`src/mcuf_pkg.sv`:
```
// constants and types for the mac control upper fields block
package mcuf_pkg;

  // ****************************************
  // register map
  // ****************************************
  localparam logic [3:0] CTRL_OFFSET = 4'h0;
  localparam logic [3:0] STAT_OFFSET = 4'h4;
  localparam logic [31:0] CTRL_RESET = 32'h0000_0000;
  localparam logic [31:0] CTRL_WMASK = 32'h0007_f081;
  localparam logic [1:0] RESP_OKAY = 2'h0;
  localparam logic [1:0] RESP_DECERR = 2'h3;

  // ****************************************
  // control field positions
  // ****************************************
  localparam int unsigned BIT_INBAND_SEL = 18;
  localparam int unsigned BIT_GIG_FORCE = 17;
  localparam int unsigned BIT_RMII_DUPLEX = 16;
  localparam int unsigned BIT_RMII_SPEED = 15;
  localparam int unsigned BIT_OFFLEN_BLOCK = 14;
  localparam int unsigned BIT_OWNER_VALUE = 13;
  localparam int unsigned BIT_PAUSE_EN = 12;
  localparam int unsigned BIT_FORCED_GIG = 7;
  localparam int unsigned BIT_FORCED_DUPLEX = 0;

  // ****************************************
  // descriptor and timing
  // ****************************************
  localparam logic [1:0] DESC_OFFLEN_WORD = 2'h2;
  localparam int unsigned CLK_HZ = 125000000;
  localparam int unsigned RMII_FAST_HZ = 25000000;
  localparam int unsigned RMII_SLOW_HZ = 2500000;
  localparam int unsigned RMII_FAST_DIV = CLK_HZ / RMII_FAST_HZ;
  localparam int unsigned RMII_SLOW_DIV = CLK_HZ / RMII_SLOW_HZ;

  typedef enum logic [1:0] {MCUF_SPD_10, MCUF_SPD_100, MCUF_SPD_1000} mcuf_speed_type;
  typedef enum logic [1:0] {MCUF_SEL_CTRL, MCUF_SEL_STAT, MCUF_SEL_NONE} mcuf_regsel_type;

  // register select from a byte address
  function automatic mcuf_regsel_type regSelect(input logic [3:0] addr);
    mcuf_regsel_type sel;
    sel = MCUF_SEL_NONE;
    if (addr == CTRL_OFFSET) begin
      sel = MCUF_SEL_CTRL;
    end else if (addr == STAT_OFFSET) begin
      sel = MCUF_SEL_STAT;
    end
    return sel;
  endfunction

  // byte lane merge under strobes
  function automatic logic [31:0] mergeBytes(input logic [31:0] old, input logic [31:0] data,
                                             input logic [3:0] strb);
    logic [31:0] res;
    res = old;
    for (int i = 0; i < 4; i++) begin
      if (strb[i]) begin
        res[8*i +: 8] = data[8*i +: 8];
      end
    end
    return res;
  endfunction

endpackage

```
`src/mcuf_link_mode.sv`:
```
// rgmii duplex and speed resolution
`timescale 1ns/10ps
`default_nettype none
module mcuf_link_mode import mcuf_pkg::*; (
  input wire logic mclk,
  input wire logic rstn,
  input wire logic inbandSel,
  input wire logic forcedDuplex,
  input wire logic forcedGig,
  input wire logic gigabit_force_bit,
  input wire logic rgmiiDuplexInput,
  input wire logic rgmiiSpeedInput,
  output logic fullDuplex,
  output var mcuf_speed_type linkSpeed
);

  logic duplexSel;
  logic gigSel;

  // inband source or forced bits; forced mode knows only 1g or 100m
  assign duplexSel = inbandSel ? rgmiiDuplexInput : forcedDuplex;
  assign gigSel = gigabit_force_bit | (inbandSel ? rgmiiSpeedInput : forcedGig);

  always_ff @(posedge mclk or negedge rstn) begin
    if (!rstn) begin
      fullDuplex <= 1'b0;
      linkSpeed <= MCUF_SPD_100;
    end else begin
      fullDuplex <= duplexSel;
      linkSpeed <= gigSel ? MCUF_SPD_1000 : MCUF_SPD_100;
    end
  end

endmodule
`default_nettype wire

```
`src/mcuf_mac_control.sv`:
```
// mac control upper fields with axi4-lite register slave
//
// Chosen here: the AXI4-Lite slave port and the placing of the registers.
`timescale 1ns/10ps
`default_nettype none

// Operation
// [RQ1] inband select set: duplex and gigabit follow the rgmii input pins
// [RQ2] inband select bit drives the rgmii inband status input directly
// [RQ3] inband select clear: forced duplex and speed bits, 1g or 100m only
// [RQ4] inband select set: rgmii side uses inband status from its receive path
// [RQ5] gigabit force bit puts the mac in gigabit even without transmit clock
// [RQ6] rmii duplex bit: 0 half duplex, 1 full duplex
// [RQ7] rmii speed bit: 0 gives 10m at 2.5 mhz, 1 gives 100m at 25 mhz
// [RQ8] offset length block set: no descriptor third word writes
// [RQ9] offset length block clear: third word writes pass normally
// [RQ10] ownership value 0: ownership flag written as zero at packet end
// [RQ11] ownership value 1: ownership flag written as one at packet end
// [RQ12] software not using ownership handshake should set ownership value
// [RQ13] pause enable clear: no pause frames in full duplex
// [RQ14] pause enable set in full duplex: pause frame on fifo trigger
// [RQ15] reserved bits 31 to 19 read zero and ignore writes
module mcuf_mac_control import mcuf_pkg::*; (
  input wire logic mclk,
  input wire logic rstn,
  input wire logic [3:0] awaddr,
  input wire logic awvalid,
  output logic awready,
  input wire logic [31:0] wdata,
  input wire logic [3:0] wstrb,
  input wire logic wvalid,
  output logic wready,
  output logic [1:0] bresp,
  output logic bvalid,
  input wire logic bready,
  input wire logic [3:0] araddr,
  input wire logic arvalid,
  output logic arready,
  output logic [31:0] rdata,
  output logic [1:0] rresp,
  output logic rvalid,
  input wire logic rready,
  input wire logic rgmiiDuplexInput,
  input wire logic rgmiiSpeedInput,
  output logic inbandStatusInput,
  output logic macFullDuplex,
  output var mcuf_speed_type macLinkSpeed,
  output logic rmiiFullDuplex,
  output logic rmiiRateTick,
  input wire logic descWrReq,
  input wire logic [1:0] descWrWord,
  output logic descWrGrant,
  output logic descWrBlocked,
  input wire logic pktDone,
  output logic ownerFlagWrite,
  output logic ownerFlagValue,
  input wire logic rxFifoFlowTrig,
  output logic pauseSend
);

  // ****************************************
  // declarations
  // ****************************************
  logic [31:0] ctrl_reg;
  logic [31:0] ctrl_next;
  logic [3:0] awAddr_reg;
  logic [31:0] wData_reg;
  logic [3:0] wStrb_reg;
  logic awHeld_reg;
  logic wHeld_reg;
  logic awFire;
  logic wFire;
  logic wrFire;
  logic bFire;
  logic arFire;
  logic rFire;
  mcuf_regsel_type wrSel;
  mcuf_regsel_type rdSel;
  logic [31:0] statWord;
  logic [31:0] rdWord;
  logic descBlockHit;

  // ****************************************
  // axi4-lite write path
  // ****************************************
  assign awFire = awvalid && awready;
  assign wFire = wvalid && wready;
  assign wrFire = awHeld_reg && wHeld_reg && !bvalid;
  assign bFire = bvalid && bready;
  assign wrSel = regSelect(awAddr_reg);

  // reserved bits masked off on every write
  // [RQ15] reserved write ignore
  assign ctrl_next = (wrFire && wrSel == MCUF_SEL_CTRL)
                   ? (mergeBytes(ctrl_reg, wData_reg, wStrb_reg) & CTRL_WMASK) : ctrl_reg;

  always_ff @(posedge mclk or negedge rstn) begin
    if (!rstn) begin
      awready <= 1'b1;
      awHeld_reg <= 1'b0;
      awAddr_reg <= 4'h0;
    end else begin
      if (awFire) begin
        awready <= 1'b0;
        awHeld_reg <= 1'b1;
        awAddr_reg <= awaddr;
      end else if (wrFire) begin
        awHeld_reg <= 1'b0;
      end else if (bFire) begin
        awready <= 1'b1;
      end
    end
  end

  always_ff @(posedge mclk or negedge rstn) begin
    if (!rstn) begin
      wready <= 1'b1;
      wHeld_reg <= 1'b0;
      wData_reg <= 32'h0000_0000;
      wStrb_reg <= 4'h0;
    end else begin
      if (wFire) begin
        wready <= 1'b0;
        wHeld_reg <= 1'b1;
        wData_reg <= wdata;
        wStrb_reg <= wstrb;
      end else if (wrFire) begin
        wHeld_reg <= 1'b0;
      end else if (bFire) begin
        wready <= 1'b1;
      end
    end
  end

  always_ff @(posedge mclk or negedge rstn) begin
    if (!rstn) begin
      bvalid <= 1'b0;
      bresp <= RESP_OKAY;
    end else begin
      if (wrFire) begin
        bvalid <= 1'b1;
        bresp <= (wrSel == MCUF_SEL_NONE) ? RESP_DECERR : RESP_OKAY;
      end else if (bFire) begin
        bvalid <= 1'b0;
      end
    end
  end

  always_ff @(posedge mclk or negedge rstn) begin
    if (!rstn) begin
      ctrl_reg <= CTRL_RESET;
    end else begin
      ctrl_reg <= ctrl_next;
    end
  end

  // ****************************************
  // axi4-lite read path
  // ****************************************
  assign arFire = arvalid && arready;
  assign rFire = rvalid && rready;
  assign rdSel = regSelect(araddr);
  assign statWord = {28'h0000000, inbandStatusInput, macLinkSpeed, macFullDuplex};
  // [RQ15] reserved read zero
  assign rdWord = (rdSel == MCUF_SEL_CTRL) ? ctrl_reg
                : (rdSel == MCUF_SEL_STAT) ? statWord : 32'h0000_0000;

  always_ff @(posedge mclk or negedge rstn) begin
    if (!rstn) begin
      arready <= 1'b1;
      rvalid <= 1'b0;
      rdata <= 32'h0000_0000;
      rresp <= RESP_OKAY;
    end else begin
      if (arFire) begin
        arready <= 1'b0;
        rvalid <= 1'b1;
        rdata <= rdWord;
        rresp <= (rdSel == MCUF_SEL_NONE) ? RESP_DECERR : RESP_OKAY;
      end else if (rFire) begin
        arready <= 1'b1;
        rvalid <= 1'b0;
      end
    end
  end

  // ****************************************
  // link mode and rmii rate
  // ****************************************
  // [RQ1] inband source select
  // [RQ3] forced link mode
  // [RQ4] inband status use
  // [RQ5] gigabit force override
  mcuf_link_mode linkMode (
    .mclk(mclk),
    .rstn(rstn),
    .inbandSel(ctrl_reg[BIT_INBAND_SEL]),
    .forcedDuplex(ctrl_reg[BIT_FORCED_DUPLEX]),
    .forcedGig(ctrl_reg[BIT_FORCED_GIG]),
    .gigabit_force_bit(ctrl_reg[BIT_GIG_FORCE]),
    .rgmiiDuplexInput(rgmiiDuplexInput),
    .rgmiiSpeedInput(rgmiiSpeedInput),
    .fullDuplex(macFullDuplex),
    .linkSpeed(macLinkSpeed)
  );

  // [RQ7] rmii rate select
  mcuf_rmii_tick rmiiTick (
    .mclk(mclk),
    .rstn(rstn),
    .speedSel(ctrl_reg[BIT_RMII_SPEED]),
    .rateTick(rmiiRateTick)
  );

  // [RQ2] inband bit straight out
  assign inbandStatusInput = ctrl_reg[BIT_INBAND_SEL];
  // [RQ6] rmii duplex straight out
  assign rmiiFullDuplex = ctrl_reg[BIT_RMII_DUPLEX];

  // ****************************************
  // descriptor writeback and pause
  // ****************************************
  assign descBlockHit = ctrl_reg[BIT_OFFLEN_BLOCK] && descWrWord == DESC_OFFLEN_WORD;

  always_ff @(posedge mclk or negedge rstn) begin
    if (!rstn) begin
      descWrGrant <= 1'b0;
      descWrBlocked <= 1'b0;
      ownerFlagWrite <= 1'b0;
      ownerFlagValue <= 1'b0;
      pauseSend <= 1'b0;
    end else begin
      // [RQ8] third word suppress
      // [RQ9] normal word pass
      descWrGrant <= descWrReq && !descBlockHit;
      descWrBlocked <= descWrReq && descBlockHit;
      // [RQ10] owner value zero
      // [RQ11] owner value one
      ownerFlagWrite <= pktDone;
      ownerFlagValue <= ctrl_reg[BIT_OWNER_VALUE];
      // [RQ13] pause disabled
      // [RQ14] pause on trigger
      pauseSend <= rxFifoFlowTrig && ctrl_reg[BIT_PAUSE_EN] && macFullDuplex;
    end
  end

  // ****************************************
  // checks
  // ****************************************
  localparam int FastGap = RMII_FAST_DIV - 1;
  localparam int SlowGap = RMII_SLOW_DIV - 1;
  logic [7:0] gapCnt_reg;
  logic gapDirty_reg;
  logic spdPrev_reg;
  logic spdChg;

  assign spdChg = ctrl_reg[BIT_RMII_SPEED] != spdPrev_reg;

  always_ff @(posedge mclk or negedge rstn) begin
    if (!rstn) begin
      gapCnt_reg <= 8'h00;
      gapDirty_reg <= 1'b1;
      spdPrev_reg <= 1'b0;
    end else begin
      gapCnt_reg <= rmiiRateTick ? 8'h00 : gapCnt_reg + 8'h01;
      gapDirty_reg <= spdChg ? 1'b1 : (rmiiRateTick ? 1'b0 : gapDirty_reg);
      spdPrev_reg <= ctrl_reg[BIT_RMII_SPEED];
    end
  end
endmodule
`default_nettype wire

```
`src/mcuf_rmii_tick.sv`:
```
// rmii rate tick generator
`timescale 1ns/10ps
`default_nettype none
module mcuf_rmii_tick import mcuf_pkg::*; #(
  parameter int unsigned FAST_DIV = RMII_FAST_DIV,
  parameter int unsigned SLOW_DIV = RMII_SLOW_DIV
) (
  input wire logic mclk,
  input wire logic rstn,
  input wire logic speedSel,
  output logic rateTick
);

  logic [7:0] cnt_reg;
  logic [7:0] cnt_next;
  logic spd_reg;
  logic restart;
  logic [7:0] limit;

  assign limit = speedSel ? 8'(FAST_DIV - 1) : 8'(SLOW_DIV - 1);
  assign restart = speedSel != spd_reg;
  assign cnt_next = (restart || cnt_reg == limit) ? 8'h00 : cnt_reg + 8'h01;

  always_ff @(posedge mclk or negedge rstn) begin
    if (!rstn) begin
      cnt_reg <= 8'h00;
      spd_reg <= 1'b0;
      rateTick <= 1'b0;
    end else begin
      cnt_reg <= cnt_next;
      spd_reg <= speedSel;
      rateTick <= !restart && cnt_reg == limit;
    end
  end

endmodule
`default_nettype wire
```
`config.mk`:
```
export PLATFORM = sky130hd
export DESIGN_NAME = mcuf_mac_control
export DESIGN_NICKNAME = d
export VERILOG_FILES = /design/src/mcuf_pkg.sv /design/src/mcuf_link_mode.sv /design/src/mcuf_mac_control.sv /design/src/mcuf_rmii_tick.sv
export SDC_FILE = /design/constraint.sdc
export NUM_CORES = 1
export LEC_CHECK = 0
export BUFFER_PORTS_ARGS = -buffer_cell sky130_fd_sc_hd__buf_2
export CORE_AREA = 2 2 72 88
export DETAILED_ROUTE_END_ITERATION = 8
export DIE_AREA = 0 0 74 90
export GPL_ROUTABILITY_DRIVEN = 0
export GPL_TIMING_DRIVEN = 0
export PLACE_DENSITY = 0.77
export SLEW_MARGIN = 15
export SYNTH_ARGS = -nofsm -noshare
export SYNTH_HDL_FRONTEND = slang
export SYNTH_SLANG_ARGS = --single-unit
```
`constraint.sdc`:
```
create_clock -name mclk -period 1.65 [get_ports mclk]
set_input_delay 0.33 -clock mclk [delete_from_list [all_inputs] [get_ports mclk]]
set_output_delay 0.33 -clock mclk [all_outputs]
set_load 0.01 [all_outputs]
```
==> results_dict.tcl <==
set metrics [dict create \
    r2r_cells 3 \
    vias 1773 \
    synth_largest_area_cell "dfrtp_1" \
    finalSetupViolCount 0 \
    cts_htree_levels 3 \
    seq_area_frac_synth 0.5961 \
    place_hpwl_um 3508 \
    post-route-period-util 0.9085 \
    critPathLaunchType "register" \
    maxCapViolations 0 \
    reg2reg_from "arready" \
    drtPass1Iterations 4 \
    die_h_um 90 \
    routedWlPerCell_um 12.88 \
    async_flop_share 1.000 \
    portBuffers 65 \
    leakagePower_nw 1.804 \
    grt_usage 0.1622 \
    setup.worst_path.class "reg2reg" \
    grt_start_max_net_pins 65 \
    startpoint "arready" \
    synth_edf_count 0 \
    ys_types 43 \
    route.detailed.drc 0 \
    fin_crit_ps 1499 \
    worstMarginPinSlew_ps 776.3 \
    root_buffer "clkbuf_8" \
    grt_pass1_vias 1751 \
    clkTransAtPathRegs_ps 70 \
    largest_reg_flops 12 \
    syn_area_um2 2695 \
    antenna_found_initial 0 \
    core_area_um2 5857 \
    final_cell_mix "buf_2, dfrtp_1, mux2_1" \
    synthTopCellsByArea "dfrtp_1, mux2_1, buf_4" \
    die-area_um2 6660 \
    peakVddDrop_uv 811.6 \
    required_ps 1870 \
    cts_buffers 9 \
    ys_warn_count 0 \
    cts_resized 0 \
    grt.overflow.total 0 \
    area_delta_synth_final_pct 24.09 \
    wirelength_um 4882 \
    viasPerCell 4.678 \
    slew_headroom 0.4825 \
    powerDensity_nw_per_um2 1437 \
    fp-row-count 31 \
    slowest_delay_ps 550 \
    cp_max_fo 10 \
    clkLatencyLatePin_ps 330 \
    arrival_ps 1720 \
    synth_top_area_share 0.5571 \
    crit_slowest_cell "dfstp_2" \
    min_path_type "in2async" \
    worst_clock_skew_ps 6.032 \
    path_cells "nand2_1 -> clkbuf_1 -> a22o_1" \
    grt_pass1_wl_um 8155 \
    ys_ff_latch 64 \
    end_kind "register" \
    synthCells 198 \
    fin_tns_setup_ps 0 \
    clock_sinks 64 \
    hold_viol 0 \
    drt_iter0_drc 116 \
    cts_hold_buf 0 \
    cts_tree "done" \
    post-cts-setup-buffers 0 \
    ios 110 \
    fmax_ghz 0.6671 \
    finalMaxSlewViolations 0 \
    antennaDiodeCount 0 \
    rsz0062_at_grt "no" \
    final_common_cell "buf_2" \
    postRouteAntennaNets 0 \
    clock_path_buffers 2 \
    status "finished clean" \
    drive_gt1_frac 0.3737 \
    whs_ps 71.98 \
    fin_nets 352 \
    synth.avg_cell_area_um2 13.61 \
    synth-main-ff-cell "dfrtp_1" \
    start_util 0.4602 \
    dieWidth_um 74 \
]
==> area by class of cell <==
type                            count  area, um^2
Fill cell                         510        2512
Sequential cell                    64        1607
Multi-Input combinational cell    123       959.7
Timing Repair Buffer               65       327.8
Buffer                             25       181.4
Clock buffer                       14       142.6
Tap cell                           82       102.6
Inverter                            5       18.77
Clock inverter                      1       5.005
==> per-stage QoR <==
stage | utilization | power (W) | cell area, um^2 | setup WS [ps] | instances
after floorplan | - | 0.003335 | 2766 | 292.9 | 217
after global placement | 0.5454 | 0.003710 | 3194 | 52.29 | 364
after detailed placement | 0.5458 | 0.003776 | 3197 | 151.5 | 364
after CTS | 0.5710 | 0.004870 | 3344 | 124.0 | 379
after global routing | 0.5710 | 0.005149 | 3344 | 19.85 | 379
final | 0.5710 | 0.004807 | 3344 | 150.9 | 379
==> worst paths after layout <==
kind	slack [ps]	end
max in group asynchronous	1070	awAddr_reg[1]
max	150	rdata[16]
min in group mclk	100	ownerFlagWrite
max reg2reg	150	rdata[16]
min reg2reg	430	ownerFlagValue
min	70	wData_reg[16]
==> critical path, delay by kind of cell, from the launching register on <==
family          cells  cell delay, ps
compound gates      1             310
buf+inv             1             320
flops               1             550
simple gates        1             200
==> cell usage after synthesis, drive strengths merged, types with 2 or more instances <==
| cell type | instances |
|---|---|
| nand3 | 3 |
| or3 | 3 |
| dfrtp | 60 |
| xor2 | 3 |
| buf | 24 |
| mux2 | 27 |
| inv | 5 |
| a21oi | 6 |
| and3 | 2 |
| a32o | 3 |
| a211oi | 3 |
| mux2i | 4 |
| nor3 | 2 |
| a22o | 8 |
| nand4b | 3 |
| o21ai | 5 |
| nor2 | 5 |
| nand2 | 9 |
| xnor2 | 2 |
| dfstp | 4 |
==> per-layer routing <==
layer  share of wire  global-route usage  vias to the layer above
li1                -                   -                      858
met2            0.49              0.2530                       62
met1            0.42              0.1984                      843
met5               0                   0                        -
met4           0.016             0.06212                        0
met3           0.068             0.06614                       10
==> where the power goes <==
group	leakage [nW]	total, W	internal (W)	switching (W)
registers	0.823	0.00249	0.00209	0.000405
logic	0.907	0.00124	0.000650	0.000588
clock network	0.0745	0.00108	0.000537	0.000538
==> cells by family after synthesis <==
| family | count (synthesis) | synth area share |
|---|---|---|
| flops | 64 | 0.5961 |
| simple gates | 36 | 0.09656 |
| mux | 31 | 0.1291 |
| compound gates | 30 | 0.08171 |
| buf+inv | 30 | 0.07428 |
| xor+xnor | 5 | 0.01625 |
| fa+ha+maj | 1 | 0.004642 |
| other cells | 1 | 0.001391 |
Power figures use the tool's default switching activity.
